==> src/hdl/cdes_pkg.sv <==
// Shared types and constants for the clock divider and enable sequencer
package cdes_pkg;
   // Configuration held in non-volatile storage
   typedef struct packed {
      logic referenceTapDisable;
      logic pinFunction;
      logic prescalerRatio;
      logic prescalerBypass;
      logic bypassDivisor;
      logic referenceChoice;
      logic [8:0] divisorWord;
   } cdes_cfg_t;

   typedef enum logic [1:0] {MX_INT, MX_TO_EXT, MX_EXT, MX_TO_INT} cdes_mux_t;
   typedef enum logic [2:0] {
      SQ_STAB, SQ_OUT_EN, SQ_RUN, SQ_GATE_OFF, SQ_TAP_OFF, SQ_OSC_OFF, SQ_DOWN
   } cdes_seq_t;

   localparam int SYNC_STAGES = 2;
   localparam int SYNC_WIDTH = 4;
   localparam logic [9:0] DIVISOR_BIAS = 10'h002;
   localparam logic [8:0] DIVISOR_MAX = 9'h1ff;
   localparam logic [8:0] STAB_CYCLES = 9'h100;
   // Shipped defaults: tap off, power-down function, prescaler bypassed, internal reference
   localparam cdes_cfg_t CFG_DEFAULT = '{
      referenceTapDisable: 1'h1, pinFunction: 1'h1, prescalerRatio: 1'h0,
      prescalerBypass: 1'h1, bypassDivisor: 1'h0, referenceChoice: 1'h0,
      divisorWord: 9'h000};
endpackage : cdes_pkg

==> src/hdl/cdes_core.sv <==
// Reference mux, prescaler, divider and enabling sequencer
// What this block does
// [RL1] Divide master clock by divisor plus two
// [RL2] Pin function bit picks select or power-down
// [RL3] Tap disable bit floats reference pin
// [RL4] Gate ignores tap; power-down turns tap off
// [RL5] Gate sampled on master rise, start 1-2 periods
// [RL6] Missed gate edge completes one cycle later
// [RL7] Falling gate never truncates a high pulse
// [RL8] Missed disable while low gives extra pulse
// [RL9] Divide-by-one disable gives one or two pulses
// [RL10] Internal-to-external: detect on falling, hold low
// [RL11] Route external only once it is low
// [RL12] External-to-internal is level triggered
// [RL13] Hold low until internal fall, pass rise
// [RL14] Divided pin shares glitch-free switching
// [RL15] High power-down pin runs, low starts sequence
// [RL16] Gate off, float divided, stop master, float tap
// [RL17] Finally disable oscillator and input buffer
// [RL18] Release: enable, maximum, wait, restore, tap, output
// [RL19] Power-on: init, then stabilise, then load
// [RL20] Prescaler divides by four or two
// [RL21] Prescaler bypass bit skips prescaler
// [RL22] Divider bypass routes master clock directly
// [RL23] Select pin high internal, low external
// [RL24] Stabilisation wait counts 256 master clocks
// [RL25] Synchronise gate, select and power-down pins
`timescale 1ns/1ps
`default_nettype none
module cdes_core (
   input wire logic clk,
   input wire logic reset_n,
   input wire logic internalRefClk,
   input wire logic externalRefClk,
   input wire logic gatePin,
   input wire logic powerDownSelectPin,
   input wire cdes_pkg::cdes_cfg_t storedConfig,
   output logic referenceClockPin,
   output logic referenceClockOe,
   output logic dividedClockPin,
   output logic dividedClockOe,
   output logic internalOscEnable,
   output logic externalBufferEnable,
   output logic stabilizing
);
   logic [cdes_pkg::SYNC_WIDTH-1:0] synced;
   logic intS, extS, gateS, pinS;
   logic intPrev, internal_reference_clock, intClkPrev, intFall, intRise, intRawRise;
   logic [1:0] preCnt;
   cdes_pkg::cdes_cfg_t progCfg, activeCfg;
   cdes_pkg::cdes_mux_t muxState;
   cdes_pkg::cdes_seq_t seqState;
   logic wantExt, pdReq, refLevel, refPrev, masterRise, masterFall, armed;
   logic gateCap, gateForce, running, dividedLevel, bypassRun;
   logic useMax, tapOn, outOn, oscOn, masterStop;
   logic [9:0] cnt, effDivisor, highLen, nextCnt;
   logic [8:0] stabCnt;

   // [RL25] pin synchronisers
   cdes_sync #(.W(cdes_pkg::SYNC_WIDTH)) u_sync (
      .clk(clk),
      .reset_n(reset_n),
      .asyncIn({internalRefClk, externalRefClk, gatePin, powerDownSelectPin}),
      .syncOut(synced)
   );
   assign {intS, extS, gateS, pinS} = synced;

   // Settings forced to maximum while the oscillator settles
   always_comb
   begin
      activeCfg = progCfg;
      if (useMax)
      begin
         activeCfg.prescalerBypass = 1'h0;
         activeCfg.prescalerRatio = 1'h0;
         activeCfg.divisorWord = cdes_pkg::DIVISOR_MAX;
      end
   end

   // [RL2] pin function choice; [RL23] select overrides choice bit
   assign wantExt = activeCfg.pinFunction ? activeCfg.referenceChoice : !pinS;
   // [RL15] low pin requests power-down
   assign pdReq = activeCfg.pinFunction && !pinS;

   // [RL20] prescaler counts internal oscillator rises
   always_ff @(posedge clk)
   begin
      if (!reset_n)
      begin
         intPrev <= 1'h0;
         preCnt <= 2'h0;
      end
      else
      begin
         intPrev <= intS;
         if (intRawRise)
            preCnt <= preCnt + 2'h1;
      end
   end
   assign intRawRise = intS && !intPrev;
   // [RL21] bypass skips the prescaler; ratio bit 1 halves, 0 quarters
   assign internal_reference_clock = activeCfg.prescalerBypass ? intS
                 : (activeCfg.prescalerRatio ? preCnt[0] : preCnt[1]);

   // Edge history of internal clock and master clock
   always_ff @(posedge clk)
   begin
      if (!reset_n)
      begin
         intClkPrev <= 1'h0;
         refPrev <= 1'h0;
      end
      else
      begin
         intClkPrev <= internal_reference_clock;
         refPrev <= refLevel;
      end
   end
   assign intFall = !internal_reference_clock && intClkPrev;
   assign intRise = internal_reference_clock && !intClkPrev;
   assign masterRise = refLevel && !refPrev;
   assign masterFall = !refLevel && refPrev;

   // Glitch-free reference mux; output held low across each switch
   always_ff @(posedge clk)
   begin
      if (!reset_n)
      begin
         muxState <= cdes_pkg::MX_INT;
         refLevel <= 1'h0;
         armed <= 1'h0;
      end
      else if (masterStop)
         refLevel <= 1'h0;
      else
      begin
         case (muxState)
            cdes_pkg::MX_INT:
            begin
               refLevel <= internal_reference_clock;
               armed <= 1'h0;
               // [RL10] request seen on internal falling edge
               if (wantExt && intFall)
               begin
                  muxState <= cdes_pkg::MX_TO_EXT;
                  refLevel <= 1'h0;
               end
            end
            cdes_pkg::MX_TO_EXT:
            begin
               refLevel <= 1'h0;
               // Next internal rise marks at least half a period of low hold
               if (intRise)
                  armed <= 1'h1;
               // [RL11] wait for external low before routing
               if (armed && !extS)
               begin
                  muxState <= cdes_pkg::MX_EXT;
                  armed <= 1'h0;
               end
            end
            cdes_pkg::MX_EXT:
            begin
               refLevel <= extS;
               // [RL12] level triggered; stuck-high external blocks it
               if (!wantExt && !extS)
               begin
                  muxState <= cdes_pkg::MX_TO_INT;
                  refLevel <= 1'h0;
               end
            end
            cdes_pkg::MX_TO_INT:
            begin
               refLevel <= 1'h0;
               // [RL13] low until internal fall, then pass next rise
               if (intFall)
                  armed <= 1'h1;
               if (armed && intRise)
               begin
                  muxState <= cdes_pkg::MX_INT;
                  refLevel <= 1'h1;
                  armed <= 1'h0;
               end
            end
            default:
               muxState <= cdes_pkg::MX_INT;
         endcase
      end
   end

   // [RL1] divisor is the field plus two
   assign effDivisor = {1'h0, activeCfg.divisorWord} + cdes_pkg::DIVISOR_BIAS;
   assign highLen = effDivisor >> 1;
   assign nextCnt = (cnt == effDivisor - 10'h001) ? 10'h000 : cnt + 10'h001;

   // [RL5] gate sampled on master rise; [RL6] late edge waits a cycle
   always_ff @(posedge clk)
   begin
      if (!reset_n)
         gateCap <= 1'h0;
      else if (masterRise)
         gateCap <= gateS && !gateForce;
   end

   // Programmable divider with synchronous gating
   always_ff @(posedge clk)
   begin
      if (!reset_n)
      begin
         cnt <= 10'h000;
         running <= 1'h0;
         dividedLevel <= 1'h0;
      end
      else if (masterRise)
      begin
         if (!running)
         begin
            cnt <= 10'h000;
            running <= gateCap;
            dividedLevel <= gateCap;
         end
         // [RL7] stop only once the high pulse has ended
         // [RL8] gate missed while low lets another pulse out
         else if (!gateCap && nextCnt >= highLen)
         begin
            running <= 1'h0;
            cnt <= 10'h000;
            dividedLevel <= 1'h0;
         end
         else
         begin
            cnt <= nextCnt;
            dividedLevel <= nextCnt < highLen;
         end
      end
   end

   // [RL9] divide-by-one gating changes on master fall only
   always_ff @(posedge clk)
   begin
      if (!reset_n)
         bypassRun <= 1'h0;
      else if (masterFall)
         bypassRun <= gateCap;
   end

   // Enabling sequencer: power-on, power-down and power-up ordering
   always_ff @(posedge clk)
   begin
      if (!reset_n)
      begin
         // [RL19] power-on starts in the stabilisation wait
         seqState <= cdes_pkg::SQ_STAB;
         stabCnt <= 9'h000;
         useMax <= 1'h1;
         tapOn <= 1'h0;
         outOn <= 1'h0;
         oscOn <= 1'h1;
         // Gate refused until the wait ends, so a shrinking divisor never strands the count
         gateForce <= 1'h1;
         masterStop <= 1'h0;
         progCfg <= cdes_pkg::CFG_DEFAULT;
      end
      else
      begin
         case (seqState)
            cdes_pkg::SQ_STAB:
            begin
               // [RL24] count master clocks with maxed settings
               if (masterRise)
                  stabCnt <= stabCnt + 9'h001;
               // [RL18] restore programmed values after the wait
               if (masterRise && stabCnt == cdes_pkg::STAB_CYCLES - 9'h001)
               begin
                  progCfg <= storedConfig;
                  useMax <= 1'h0;
                  gateForce <= 1'h0;
                  seqState <= cdes_pkg::SQ_OUT_EN;
               end
            end
            cdes_pkg::SQ_OUT_EN:
            begin
               // Tap enabled first, divided output one cycle later
               tapOn <= 1'h1;
               seqState <= cdes_pkg::SQ_RUN;
            end
            cdes_pkg::SQ_RUN:
            begin
               outOn <= 1'h1;
               if (pdReq)
               begin
                  gateForce <= 1'h1;
                  seqState <= cdes_pkg::SQ_GATE_OFF;
               end
            end
            cdes_pkg::SQ_GATE_OFF:
               // [RL16] float divided output once it is low
               if (!running && !dividedLevel && !bypassRun && !dividedClockPin)
               begin
                  outOn <= 1'h0;
                  seqState <= cdes_pkg::SQ_TAP_OFF;
               end
            cdes_pkg::SQ_TAP_OFF:
               // [RL4] tap stops glitch-free with the master clock
               if (!refLevel)
               begin
                  masterStop <= 1'h1;
                  tapOn <= 1'h0;
                  seqState <= cdes_pkg::SQ_OSC_OFF;
               end
            cdes_pkg::SQ_OSC_OFF:
            begin
               // [RL17] oscillator and buffer go last
               oscOn <= 1'h0;
               seqState <= cdes_pkg::SQ_DOWN;
            end
            cdes_pkg::SQ_DOWN:
               if (!pdReq)
               begin
                  oscOn <= 1'h1;
                  masterStop <= 1'h0;
                  useMax <= 1'h1;
                  stabCnt <= 9'h000;
                  seqState <= cdes_pkg::SQ_STAB;
               end
            default:
               seqState <= cdes_pkg::SQ_STAB;
         endcase
      end
   end

   // Registered pins; [RL3] tap disable bit floats the reference pin
   always_ff @(posedge clk)
   begin
      if (!reset_n)
      begin
         referenceClockPin <= 1'h0;
         referenceClockOe <= 1'h0;
         dividedClockPin <= 1'h0;
         dividedClockOe <= 1'h0;
         internalOscEnable <= 1'h0;
         externalBufferEnable <= 1'h0;
         stabilizing <= 1'h1;
      end
      else
      begin
         referenceClockPin <= refLevel && tapOn && !activeCfg.referenceTapDisable;
         referenceClockOe <= tapOn && !activeCfg.referenceTapDisable;
         // [RL22] divider bypass passes master clock; [RL14] same switching
         dividedClockPin <= outOn && (activeCfg.bypassDivisor ? (refLevel && bypassRun)
                                                               : dividedLevel);
         dividedClockOe <= outOn;
         internalOscEnable <= oscOn;
         externalBufferEnable <= oscOn;
         stabilizing <= seqState == cdes_pkg::SQ_STAB;
      end
   end
endmodule : cdes_core
`default_nettype wire

==> src/hdl/cdes_sync.sv <==
// Two-stage synchroniser for asynchronous pin inputs
`timescale 1ns/1ps
`default_nettype none
module cdes_sync #(
   parameter int W = 1
) (
   input wire logic clk,
   input wire logic reset_n,
   input wire logic [W-1:0] asyncIn,
   output logic [W-1:0] syncOut
);
   logic [W-1:0] stage1;

   // First stage feeds only the second stage
   always_ff @(posedge clk)
   begin
      if (!reset_n)
      begin
         stage1 <= '0;
         syncOut <= '0;
      end
      else
      begin
         stage1 <= asyncIn;
         syncOut <= stage1;
      end
   end
endmodule : cdes_sync
`default_nettype wire
==> config.mk <==
export PLATFORM = sky130hd
export DESIGN_NAME = cdes_core
export DESIGN_NICKNAME = d
export VERILOG_FILES = /design/src/hdl/cdes_pkg.sv /design/src/hdl/cdes_core.sv /design/src/hdl/cdes_sync.sv
export SDC_FILE = /design/constraint.sdc
export NUM_CORES = 1
export LEC_CHECK = 0
export BUFFER_PORTS_ARGS = -buffer_cell sky130_fd_sc_hd__buf_2
export CELL_PAD_IN_SITES_DETAIL_PLACEMENT = 1
export CELL_PAD_IN_SITES_GLOBAL_PLACEMENT = 2
export CORE_ASPECT_RATIO = 0.75
export CORE_MARGIN = 1
export CORE_UTILIZATION = 36
export DETAILED_ROUTE_END_ITERATION = 10
export GPL_TIMING_DRIVEN = 0
export MAX_ROUTING_LAYER = met4
export PLACE_DENSITY = 0.79
export SLEW_MARGIN = 10
export SYNTH_ARGS = -nofsm -noshare
export SYNTH_HDL_FRONTEND = slang
export SYNTH_SLANG_ARGS = --single-unit
==> constraint.sdc <==
create_clock -name clk -period 5 [get_ports clk]
set_input_delay 0.25 -clock clk [delete_from_list [all_inputs] [get_ports clk]]
set_output_delay 0.25 -clock clk [all_outputs]
set_load 0.05 [all_outputs]
==> results of run 1 <==
==> metrics by stage <==
step,hold WS (ns),setup TNS (ns),utilization (%),std cells
after floorplan,0.3742,0,-,475
after global placement,0.4231,-3.547,40.37,638
after detailed placement,0.4233,-3.903,40.37,638
after CTS,0.1099,0,44.15,660
after global routing,0.1091,0,45.08,662
final,0.1185,0,45.08,662
==> cells in the mapped netlist, drive strengths merged, types with 4 or more instances <==
cell	n
o21ai	13
nand2	65
nor3	7
a21oi	37
and3	8
a21o	12
o31ai	6
o211ai	4
xor2	8
nor2	36
inv	21
nor2b	8
dfxtp	70
a211oi	11
xnor2	12
buf	6
nand2b	7
mux2i	6
a31oi	4
or2	7
nand4	5
nand3	19
clkbuf	17
ha	19
and2	16
nor3b	4
==> registers in the layout (all words and copies together) (netlist names), 3 cells and up <==
name and flops:
seqState 3, u_sync.syncOut 4, u_sync.stage1 4, cnt 10
activeCfg 4, stabCnt 9, progCfg 11
==> cell families after synthesis <==
group,Yosys count
AND/OR/NAND/NOR,200
flip-flops,70
AO/OA/AOI/OAI,115
XOR/XNOR,20
buffers and inverters,45
multiplexers,6
adder cells (fa/ha/maj),19
==> power breakdown <==
| part | total, W | internal, W | switching, W |
|---|---|---|---|
| Combinational | 0.000195 | 0.0000795 | 0.000116 |
| Clock | 0.000710 | 0.000467 | 0.000243 |
| Sequential | 0.000604 | 0.000581 | 0.0000230 |
==> repair_timing <==
item / in CTS / in global routing
setup endpoints to repair: 10 / 10
pin swaps: 3 / 7
gates resized for setup: 4 / 17
endpoints found under the hold margin: 0 / 0
buffers inserted: 7 / 1
cloned: 0 / 1
hold buffers: 0 / 0
==> area by class of cell <==
cell class	instances	area (sq um)
plain buffers	22	102.6
well taps	136	170.2
repair buffers	35	195.2
multi-input cells	361	2387
flip-flops and latches	70	1403
clock buffers	12	256.5
fillers	1246	5695
clock inverters	4	77.57
inverters	22	82.58
==> path summary, 6_finish.rpt <==
kind / endpoint / depth (start not counted) / startpoint
setup / recovery: cnt[1] / 21 / useMax
hold / removal: u_sync.stage1[0] / 2 / powerDownSelectPin
setup reg to reg: cnt[1] / 21 / useMax
hold reg to reg: u_sync.syncOut[0] / 1 / u_sync.stage1[0]
==> per-layer routing <==
metal	routed length, microns	GRT usage (%)	vias up
met4	126	5.556	0
li1	-	-	1774
met1	5855	29.68	1774
met3	274	4.167	11
met5	0	-	-
met2	4862	31.87	39
==> worst register-to-register path, delay by kind of cell, from the launching register on <==
| family | cells | cell delay [ns] |
|---|---|---|
| XOR/XNOR | 1 | 0.08 |
| buffers and inverters | 4 | 0.75 |
| adder cells (fa/ha/maj) | 2 | 0.49 |
| flip-flops | 1 | 0.36 |
| AO/OA/AOI/OAI | 12 | 2.31 |
| AND/OR/NAND/NOR | 2 | 0.67 |
==> results.cfg, run 1 <==
[outcome]
status = completed

[layout]
design_area_sq_um = 4674
drive_gt1_share_pct = 16.92
layout_common_cells = dfxtp_1, nand2_1, nor2_1
antenna-diode-count = 0
layout_commonest_cell = dfxtp_1
nets = 561
area_growth_pct = 20.44

[synth]
synthMuxAreaShare_pct = 1.547
synth_top_area_cell = dfxtp_1
synth_fa_ha_area_share_pct = 6.125
ys_warn_count = 0
synth_flop_cell = dfxtp_1
synth.top_cell.area_share_pct = 36.11
syn_avg_cell_area_sq_um = 8.171
ys_ff_latch = 70
async_reset_ff_share_pct = 0
ys_types = 64
synth-xor-area-share_pct = 4.513
syn-num-nets = 515
synth-simple-area-share_pct = 26.40
syn_inst = 475
synth_area_leaders = dfxtp_1, nand2_1, ha_1
synth_top_family_by_area = simple AND/OR/NAND/NOR gates
seq_area_frac_synth_pct = 36.11
synth_compound_area_share_pct = 20.50
synth_area_sq_um = 3881
synth_edf_count = 0

[route]
wirelength_microns = 11120
drc = 0
avgViaCountPerCell = 5.435
dr_total_vias = 3598
initialDrtViolationCount = 192
wl_per_cell_microns = 16.80
drtPass1Iterations = 4
ant_nets = 0

[timing]
setup_ws_ns = 0.2384
hold_violations = 0
post-route-period-util_pct = 95.23
max-slew-margin-rel_pct = 45.68
fin_worst_skew_ns = 0.005643
setup_viol = 0
tightest_slew_ns = 0.7921
drv_slew = 0
period_needed_ns = 4.762
rsz0062_at_grt = no
max_clock_freq_mhz = 210.0

[placed_design]
dpl.hpwl_microns = 8166
io_buffers = 27
dpl_cell_area_sq_um = 4187
dp_slack_ns = -0.4700
gp_congestion = 0.8036

[critical_path]
critPathTopFamily = compound AO/OA/AOI/OAI gates
cp_slowest_cell = o31a_1
crit_fanout = 10
crit_top_cell = buf_4
arrival_ns = 5.00
path_cells = buf_4, or2_2, ha_4, a311o_1, o211ai_1, buf_4, xor2_1, nor4b_1, a21oi_1, a211oi_2, buf_4, a21oi_1, ha_1, a21o_1, a21o_1, a21oi_1, o21a_1, o21ai_2, o31a_1, buf_4, o31ai_1
crit_type = flop to flop
crit_path_start_kind = flop
r2r_slack_ns = 0.24
crit_path_max_incr_delay_ns = 0.39
endpoint_kind = flop
worstPathRequired_ns = 5.24
path_buf_inv = 4

[power_and_ir_drop]
p_total_w = 0.001509
vdd_drop_max_mv = 0.1859
cellLeakagePower_nw = 1.922
power.density_nw_per_um2 = 322.8

[die]
design.die.area_sq_um = 11200
die_h_microns = 91.92
start_util_pct = 37.43
io_pins = 28
fp.dieW_microns = 121.9
core_area_sq_um = 10370
placementRows = 32

[grt]
grt_antenna_before_repair = 0
grt_pass1_vias = 3596
overflow = 0
grt.total_usage_pct = 21.50
grt_max_degree = 13
grt_pass1_wl_microns = 17960

[min_path]
hold_path_class = input port to flop

[clock_network]
clock-sinks = 70
clockBufferDepth = 2
cts_tree = built
cts_root_buffer = clkbuf_16
htreeDepth = 3
clk_pin_slew_worst_paths_ns = 0.06
worstSkewPairLatency_ns = 0.33
cts_buffers = 9

[job]
cap_violations = 0
No activity file was read; power rests on OpenSTA's default activity.
==> run 2, diff against run 1 <==
--- a/config.mk
+++ b/config.mk
@@ -15,6 +15,7 @@
 export GPL_TIMING_DRIVEN = 0
 export MAX_ROUTING_LAYER = met4
 export PLACE_DENSITY = 0.79
+export RECOVER_POWER = 100
 export SLEW_MARGIN = 10
 export SYNTH_ARGS = -nofsm -noshare
 export SYNTH_HDL_FRONTEND = slang
==> run 2 against run 1 <==
  * Clock power hardly changed
  * First-iteration DRC count is 7.8% lower
  * Fmax is 0.20% higher
  * Total power is 0.63% lower
  * Combinational power is 5% lower
  * Largest power group unchanged
  * Highest routed layer unchanged
==> results.cfg, run 2 (same netlist as run 1, synthesis figures left out) <==
[route]
wirelength_microns = 11120
wl_per_cell_microns = 16.80
initialDrtViolationCount = 177
ant_nets = 0
avgViaCountPerCell = 5.411
drtPass1Iterations = 4
drc = 0
dr_total_vias = 3582

[min_path]
min_delay_path_depth = 2
hold_start = powerDownSelectPin
hold_end = u_sync.stage1[0]
hold_path_class = input port to flop

[critical_path]
arrival_ns = 4.99
endpoint_kind = flop
worstPathRequired_ns = 5.24
worstRegToRegCells = 21
crit_type = flop to flop
r2r_end = cnt[1]
r2r_start = useMax
crit_fanout = 10
r2r_slack_ns = 0.25
crit_path_start_kind = flop

[power_and_ir_drop]
power.density_nw_per_um2 = 322.6
seq_power_share_pct = 40.3
cellLeakagePower_nw = 1.884
p_switching_w = 0.0003776
pwr-share-clk_pct = 47.3
swShare_pct = 25.19
vdd_drop_max_mv = 0.1862
power.internal_w = 0.001122
share_comb_of_total_power_pct = 12.4

[grt]
grt_max_degree = 13
grtUsageMet2_pct = 31.87
overflow = 0
grt_pass1_vias = 3596
grt_antenna_before_repair = 0
grt_pass1_wl_microns = 17960
grt.total_usage_pct = 21.50
busiest_layer = met2
grtUsageMet3_pct = 4.167
met1_usage_pct = 29.68

[timing]
setup_ws_ns = 0.2480
period_needed_ns = 4.752
hold_violations = 0
tightest_slew_ns = 1.123
drv_slew = 0
rsz0062_at_grt = no
setup_viol = 0
post-route-period-util_pct = 95.04
max_clock_freq_mhz = 210.4
fin_worst_skew_ns = 0.005416
max-slew-margin-rel_pct = 24.42

[layout]
top_register = progCfg
layout_common_cells = dfxtp_1, nand2_1, nor2_1
drive_gt1_share_pct = 14.64
layout_commonest_cell = dfxtp_1
largest_reg_flops = 11
area_growth_pct = 19.76
nets = 561
antenna-diode-count = 0
design_area_sq_um = 4648
reg_top3 = progCfg: 11 flops, cnt: 10 flops, stabCnt: 9 flops
final_cells = 662

[clock_network]
cts_root_buffer = clkbuf_16
clk_pin_slew_worst_paths_ns = 0.06
worstSkewPairLatency_ns = 0.33
ctsHoldBuffers = 0
clock-sinks = 70
cts_buffers = 9
cts_tree = built
clockBufferDepth = 2
htreeDepth = 3

[die]
placementRows = 32
fp.dieW_microns = 121.9
io_pins = 28
design.die.area_sq_um = 11200
core_area_sq_um = 10370
start_util_pct = 37.43
die_h_microns = 91.92

[placed_design]
io_buffers = 27
dpl.hpwl_microns = 8166
dp_slack_ns = -0.4700
gp_congestion = 0.8036
dpl_cell_area_sq_um = 4187
place_inst = 638

[job]
cap_violations = 0

[outcome]
status = completed
## run 2: cell types whose count changed in the layout (fill, tap and decap cells not counted), sizes merged
cell    previous run  this run
clkbuf            28        38
buf               41        31
## run 2: area by class of cell
cell class / instances / area, sq um
tap: 136 / 170.2
sequential: 70 / 1403
timing repair buffer: 35 / 181.4
inverter: 22 / 82.58
fill: 1253 / 5722
clock buffer: 12 / 256.5
multi-input combinational: 361 / 2375
buffer: 22 / 102.6
clock inverter: 4 / 77.57
## run 2: how the worst max path moves through the flow
stage / to / cells after the start / start
2_1_floorplan: cnt[4] / 21 / useMax
3_3_place_gp: cnt[3] / 21 / useMax
3_5_place_dp: cnt[4] / 21 / useMax
4_1_cts: cnt[4] / 21 / useMax
5_1_grt: cnt[1] / 21 / useMax
6_report: cnt[1] / 21 / useMax
## run 2: what timing repair did
item                       in CTS  in global routing
cloned                          0                  1
pin swaps                       3                  7
setup endpoints to repair      10                 10
resized for setup               4                 17
setup buffers                   7                  1
## run 2: per-layer routing
metal  part of all wire (%)  vias to the layer above
met5                      0                        -
met4                    1.1                        0
met3                    2.4                       11
met2                     44                       39
met1                     53                     1756
li1                       -                     1776
## run 2: worst max-delay path, cell delays in order, from the launching register on
cell and delay [ns]:
dfxtp_2 0.36, buf_4 0.18, or2_2 0.36, ha_4 0.20, a311o_1 0.35, o211ai_1 0.15
buf_4 0.19, xor2_1 0.08, nor4b_1 0.31, a21oi_1 0.09, a211oi_2 0.33, buf_4 0.21
a21oi_1 0.06, ha_1 0.29, a21o_1 0.16, a21o_1 0.17, a21oi_1 0.19, o21a_1 0.16
o21ai_2 0.07, o31a_1 0.39, clkbuf_4 0.17, o31ai_1 0.18
## run 2: metrics by stage
stage	setup TNS, ns	hold WS (ns)	utilization, %	total power (W)
3_5_place_dp	-3.903	0.4233	40.37	0.0008100
2_1_floorplan	0	0.3742	-	0.0007553
6_report	0	0.1195	44.82	0.001499
3_3_place_gp	-3.547	0.4231	40.37	0.0008042
5_1_grt	0	0.1091	44.82	0.001575
4_1_cts	0	0.1099	44.15	0.001528
## run 2: power by group through the flow
stage | combinational (W) | sequential [W] | clock (W)
2_1_floorplan | 0.000145 | 0.000610 | 0
3_5_place_dp | 0.000194 | 0.000616 | 0
5_1_grt | 0.000213 | 0.000607 | 0.000755
6_report | 0.000186 | 0.000604 | 0.000709
3_3_place_gp | 0.000190 | 0.000615 | 0
4_1_cts | 0.000196 | 0.000604 | 0.000729
==> run 3, diff against run 2 <==
--- a/config.mk
+++ b/config.mk
@@ -5,16 +5,17 @@
 export SDC_FILE = /design/constraint.sdc
 export NUM_CORES = 1
 export LEC_CHECK = 0
+export ABC_AREA = 1
 export BUFFER_PORTS_ARGS = -buffer_cell sky130_fd_sc_hd__buf_2
 export CELL_PAD_IN_SITES_DETAIL_PLACEMENT = 1
 export CELL_PAD_IN_SITES_GLOBAL_PLACEMENT = 2
 export CORE_ASPECT_RATIO = 0.75
 export CORE_MARGIN = 1
-export CORE_UTILIZATION = 36
+export CORE_UTILIZATION = 34
 export DETAILED_ROUTE_END_ITERATION = 10
 export GPL_TIMING_DRIVEN = 0
 export MAX_ROUTING_LAYER = met4
-export PLACE_DENSITY = 0.79
+export PLACE_DENSITY = 0.8
 export RECOVER_POWER = 100
 export SLEW_MARGIN = 10
 export SYNTH_ARGS = -nofsm -noshare
==> run 3 against run 2 <==
  * Design area grew 2.3%
  * Combinational power grew to 5.7 times the previous value
  * Global-route usage fell by 0.46 points
  * Critical path depth rose by 4
  * Largest power group is now combinational cells
  * First-iteration DRC count decreased by 27%
  * Register-to-register slack gained 0.64 ns
  * Final cell count rose by 23%
  * Total power up 62%
  * Via count rose by 9.5%
  * Setup slack better by 0.64 ns
  * Critical path type unchanged
==> results.cfg, run 3 <==
[timing]
setup_tns_ns = 0
drv_slew = 0
fin_worst_skew_ns = 0.005092
tightest_slew_ns = 0.7136
setup_viol = 0
max_clock_freq_mhz = 243.4
post-route-period-util_pct = 82.18
period_needed_ns = 4.109
hold_violations = 0
max-slew-margin-rel_pct = 52.43
rsz0062_at_grt = no

[placed_design]
place_inst = 801
dpl.hpwl_microns = 9292
gp_congestion = 0.8282
io_buffers = 26
dpl_cell_area_sq_um = 4472

[route]
drc = 0
drtPass1Iterations = 4
dr_total_vias = 3924
avgViaCountPerCell = 4.809
wl_per_cell_microns = 14.35
ant_nets = 0
wirelength_microns = 11710
initialDrtViolationCount = 130

[synth]
ys_types = 40
yosys-top-cells-count = nand2_1, inv_1, dfxtp_1, nor2_1, nand3_1
syn_inst = 613
ys_warn_count = 0
synth_flop_cell = dfxtp_1
synth_edf_count = 0
syn-num-nets = 653
async_reset_ff_share_pct = 0
synth_top_area_cell = dfxtp_1
syn_avg_cell_area_sq_um = 6.752
synth.top_cell.area_share_pct = 33.86
synth_area_sq_um = 4139
synth_area_leaders = dfxtp_1, nand2_1, inv_1
ys_ff_latch = 70
seq_area_frac_synth_pct = 33.86
yosysMostFrequentCell = nand2_1

[power_and_ir_drop]
power.density_nw_per_um2 = 510.5
pwr-share-clk_pct = 27.6
share_comb_of_total_power_pct = 43.6
power.internal_w = 0.001406
vdd_drop_max_mv = 0.2569
seq_power_share_pct = 28.8
swShare_pct = 42.10
cellLeakagePower_nw = 2.184
p_switching_w = 0.001022

[grt]
grt.total_usage_pct = 21.05
grt_max_degree = 12
grt_antenna_before_repair = 0
grt_pass1_wl_microns = 20110
grt_pass1_vias = 4119
overflow = 0

[critical_path]
worstPathRequired_ns = 5.27
crit_path_start_kind = flop
endpoint_kind = flop
crit_top_cell = nand2_1
crit_path_max_incr_delay_ns = 0.39
cp_slowest_cell = ha_1
arrival_ns = 4.38
crit_type = flop to flop
crit_fanout = 10

[die]
fp.dieW_microns = 129.4
start_util_pct = 35.25
design.die.area_sq_um = 12620
die_h_microns = 97.55
io_pins = 28
placementRows = 34
core_area_sq_um = 11740

[layout]
fillCellCount = 1550
antenna-diode-count = 0
area_growth_pct = 14.90
final_cells = 816
layout_common_cells = nand2_1, inv_1, dfxtp_1
largest_reg_flops = 11
top_register = progCfg
layout_commonest_cell = nand2_1
multiInputGateArea_sq_um = 2286
design_area_sq_um = 4756
reg_top3 = progCfg: 11 flops, cnt: 10 flops, stabCnt: 9 flops
nets = 690
drive_gt1_share_pct = 13.91
regArea_sq_um = 1401

[outcome]
status = completed

[clock_network]
cts_resized = 0
cts_tree = built
cts_root_buffer = clkbuf_16
ctsHoldBuffers = 0
clk_pin_slew_worst_paths_ns = 0.06
clock-sinks = 70
cts_buffers = 9
clockBufferDepth = 2
htreeDepth = 3
post-cts-setup-buffers = 0
worstSkewPairLatency_ns = 0.33

[min_path]
hold_path_class = input port to flop

[job]
cap_violations = 0
==> run 3: changes by cell type after synthesis, moves of 12 or more <==
cell,delta
o21ai_0,+22
and2_1,-14
nor2_1,+28
nand2_1,+72
nand2_2,+18
xnor2_1,-12
nand3_1,+34
inv_1,+72
==> run 3: metrics by stage <==
stage	hold WS (ns)	util [%]	total power, W	setup slack (ns)
after floorplan	0.3476	-	0.001506	1.709
after global placement	0.3920	38.09	0.001729	1.239
after detailed placement	0.4057	38.09	0.001771	1.097
after CTS	0.08756	40.69	0.002457	1.077
after global routing	0.08570	40.51	0.002635	0.3167
final	0.09518	40.51	0.002428	0.8909
==> run 3: area by class of cell <==
class / instances / share of cell area, %
clock buffers: 11 / 4.893
repair buffers: 26 / 2.552
plain buffers: 11 / 1.105
inverters: 103 / 8.129
clock inverters: 4 / 1.526
multi-input cells: 429 / 48.07
flip-flops and latches: 70 / 29.47
well taps: 162 / 4.262
==> run 3: power groups by stage <==
stage | clock [W] | sequential (W) | combinational [W]
final | 0.000669 | 0.000700 | 0.00106
after detailed placement | 0 | 0.000710 | 0.00106
after CTS | 0.000686 | 0.000699 | 0.00107
after global placement | 0 | 0.000706 | 0.00102
after global routing | 0.000709 | 0.000709 | 0.00122
after floorplan | 0 | 0.000717 | 0.000789
==> run 3: path summary, 6_finish.rpt <==
kind | startpoint | end | slack [ns] | cells past startpoint
setup / recovery | useMax | cnt[6] | 0.89 | 25
hold / removal | externalRefClk | u_sync.stage1[2] | 0.1 | 3
setup reg to reg | useMax | cnt[6] | 0.89 | 25
hold reg to reg | u_sync.stage1[3] | u_sync.syncOut[3] | 0.41 | 2
==> run 3: critical path: cells and delay by family, from the launching register on <==
family / cells / cell delay (ns)
fa+ha+maj: 2 / 0.68
compound gates: 4 / 0.61
buf+inv: 5 / 0.59
xor+xnor: 1 / 0.17
simple gates: 13 / 1.66
flops: 1 / 0.31
==> run 3: per-layer routing <==
metal  vias to the layer above  global-route usage, %  share of wire [%]
met1                      1856                  27.99                 53
met5                         -                      -                  0
met2                        40                  32.92                 44
li1                       2020                      -                  -
met3                         8                  3.634                2.7
met4                         0                  5.158               0.85
==> run 3: cell families (layout without fill, tap and decap cells) <==
family	after synthesis	in the layout	synth area share (%)
AO/OA/AOI/OAI	93	93	13.24
XOR/XNOR	5	5	1.239
flip-flops	70	70	33.86
adder cells (fa/ha/maj)	19	19	5.744
buffers and inverters	114	155	10.61
AND/OR/NAND/NOR	312	312	35.31
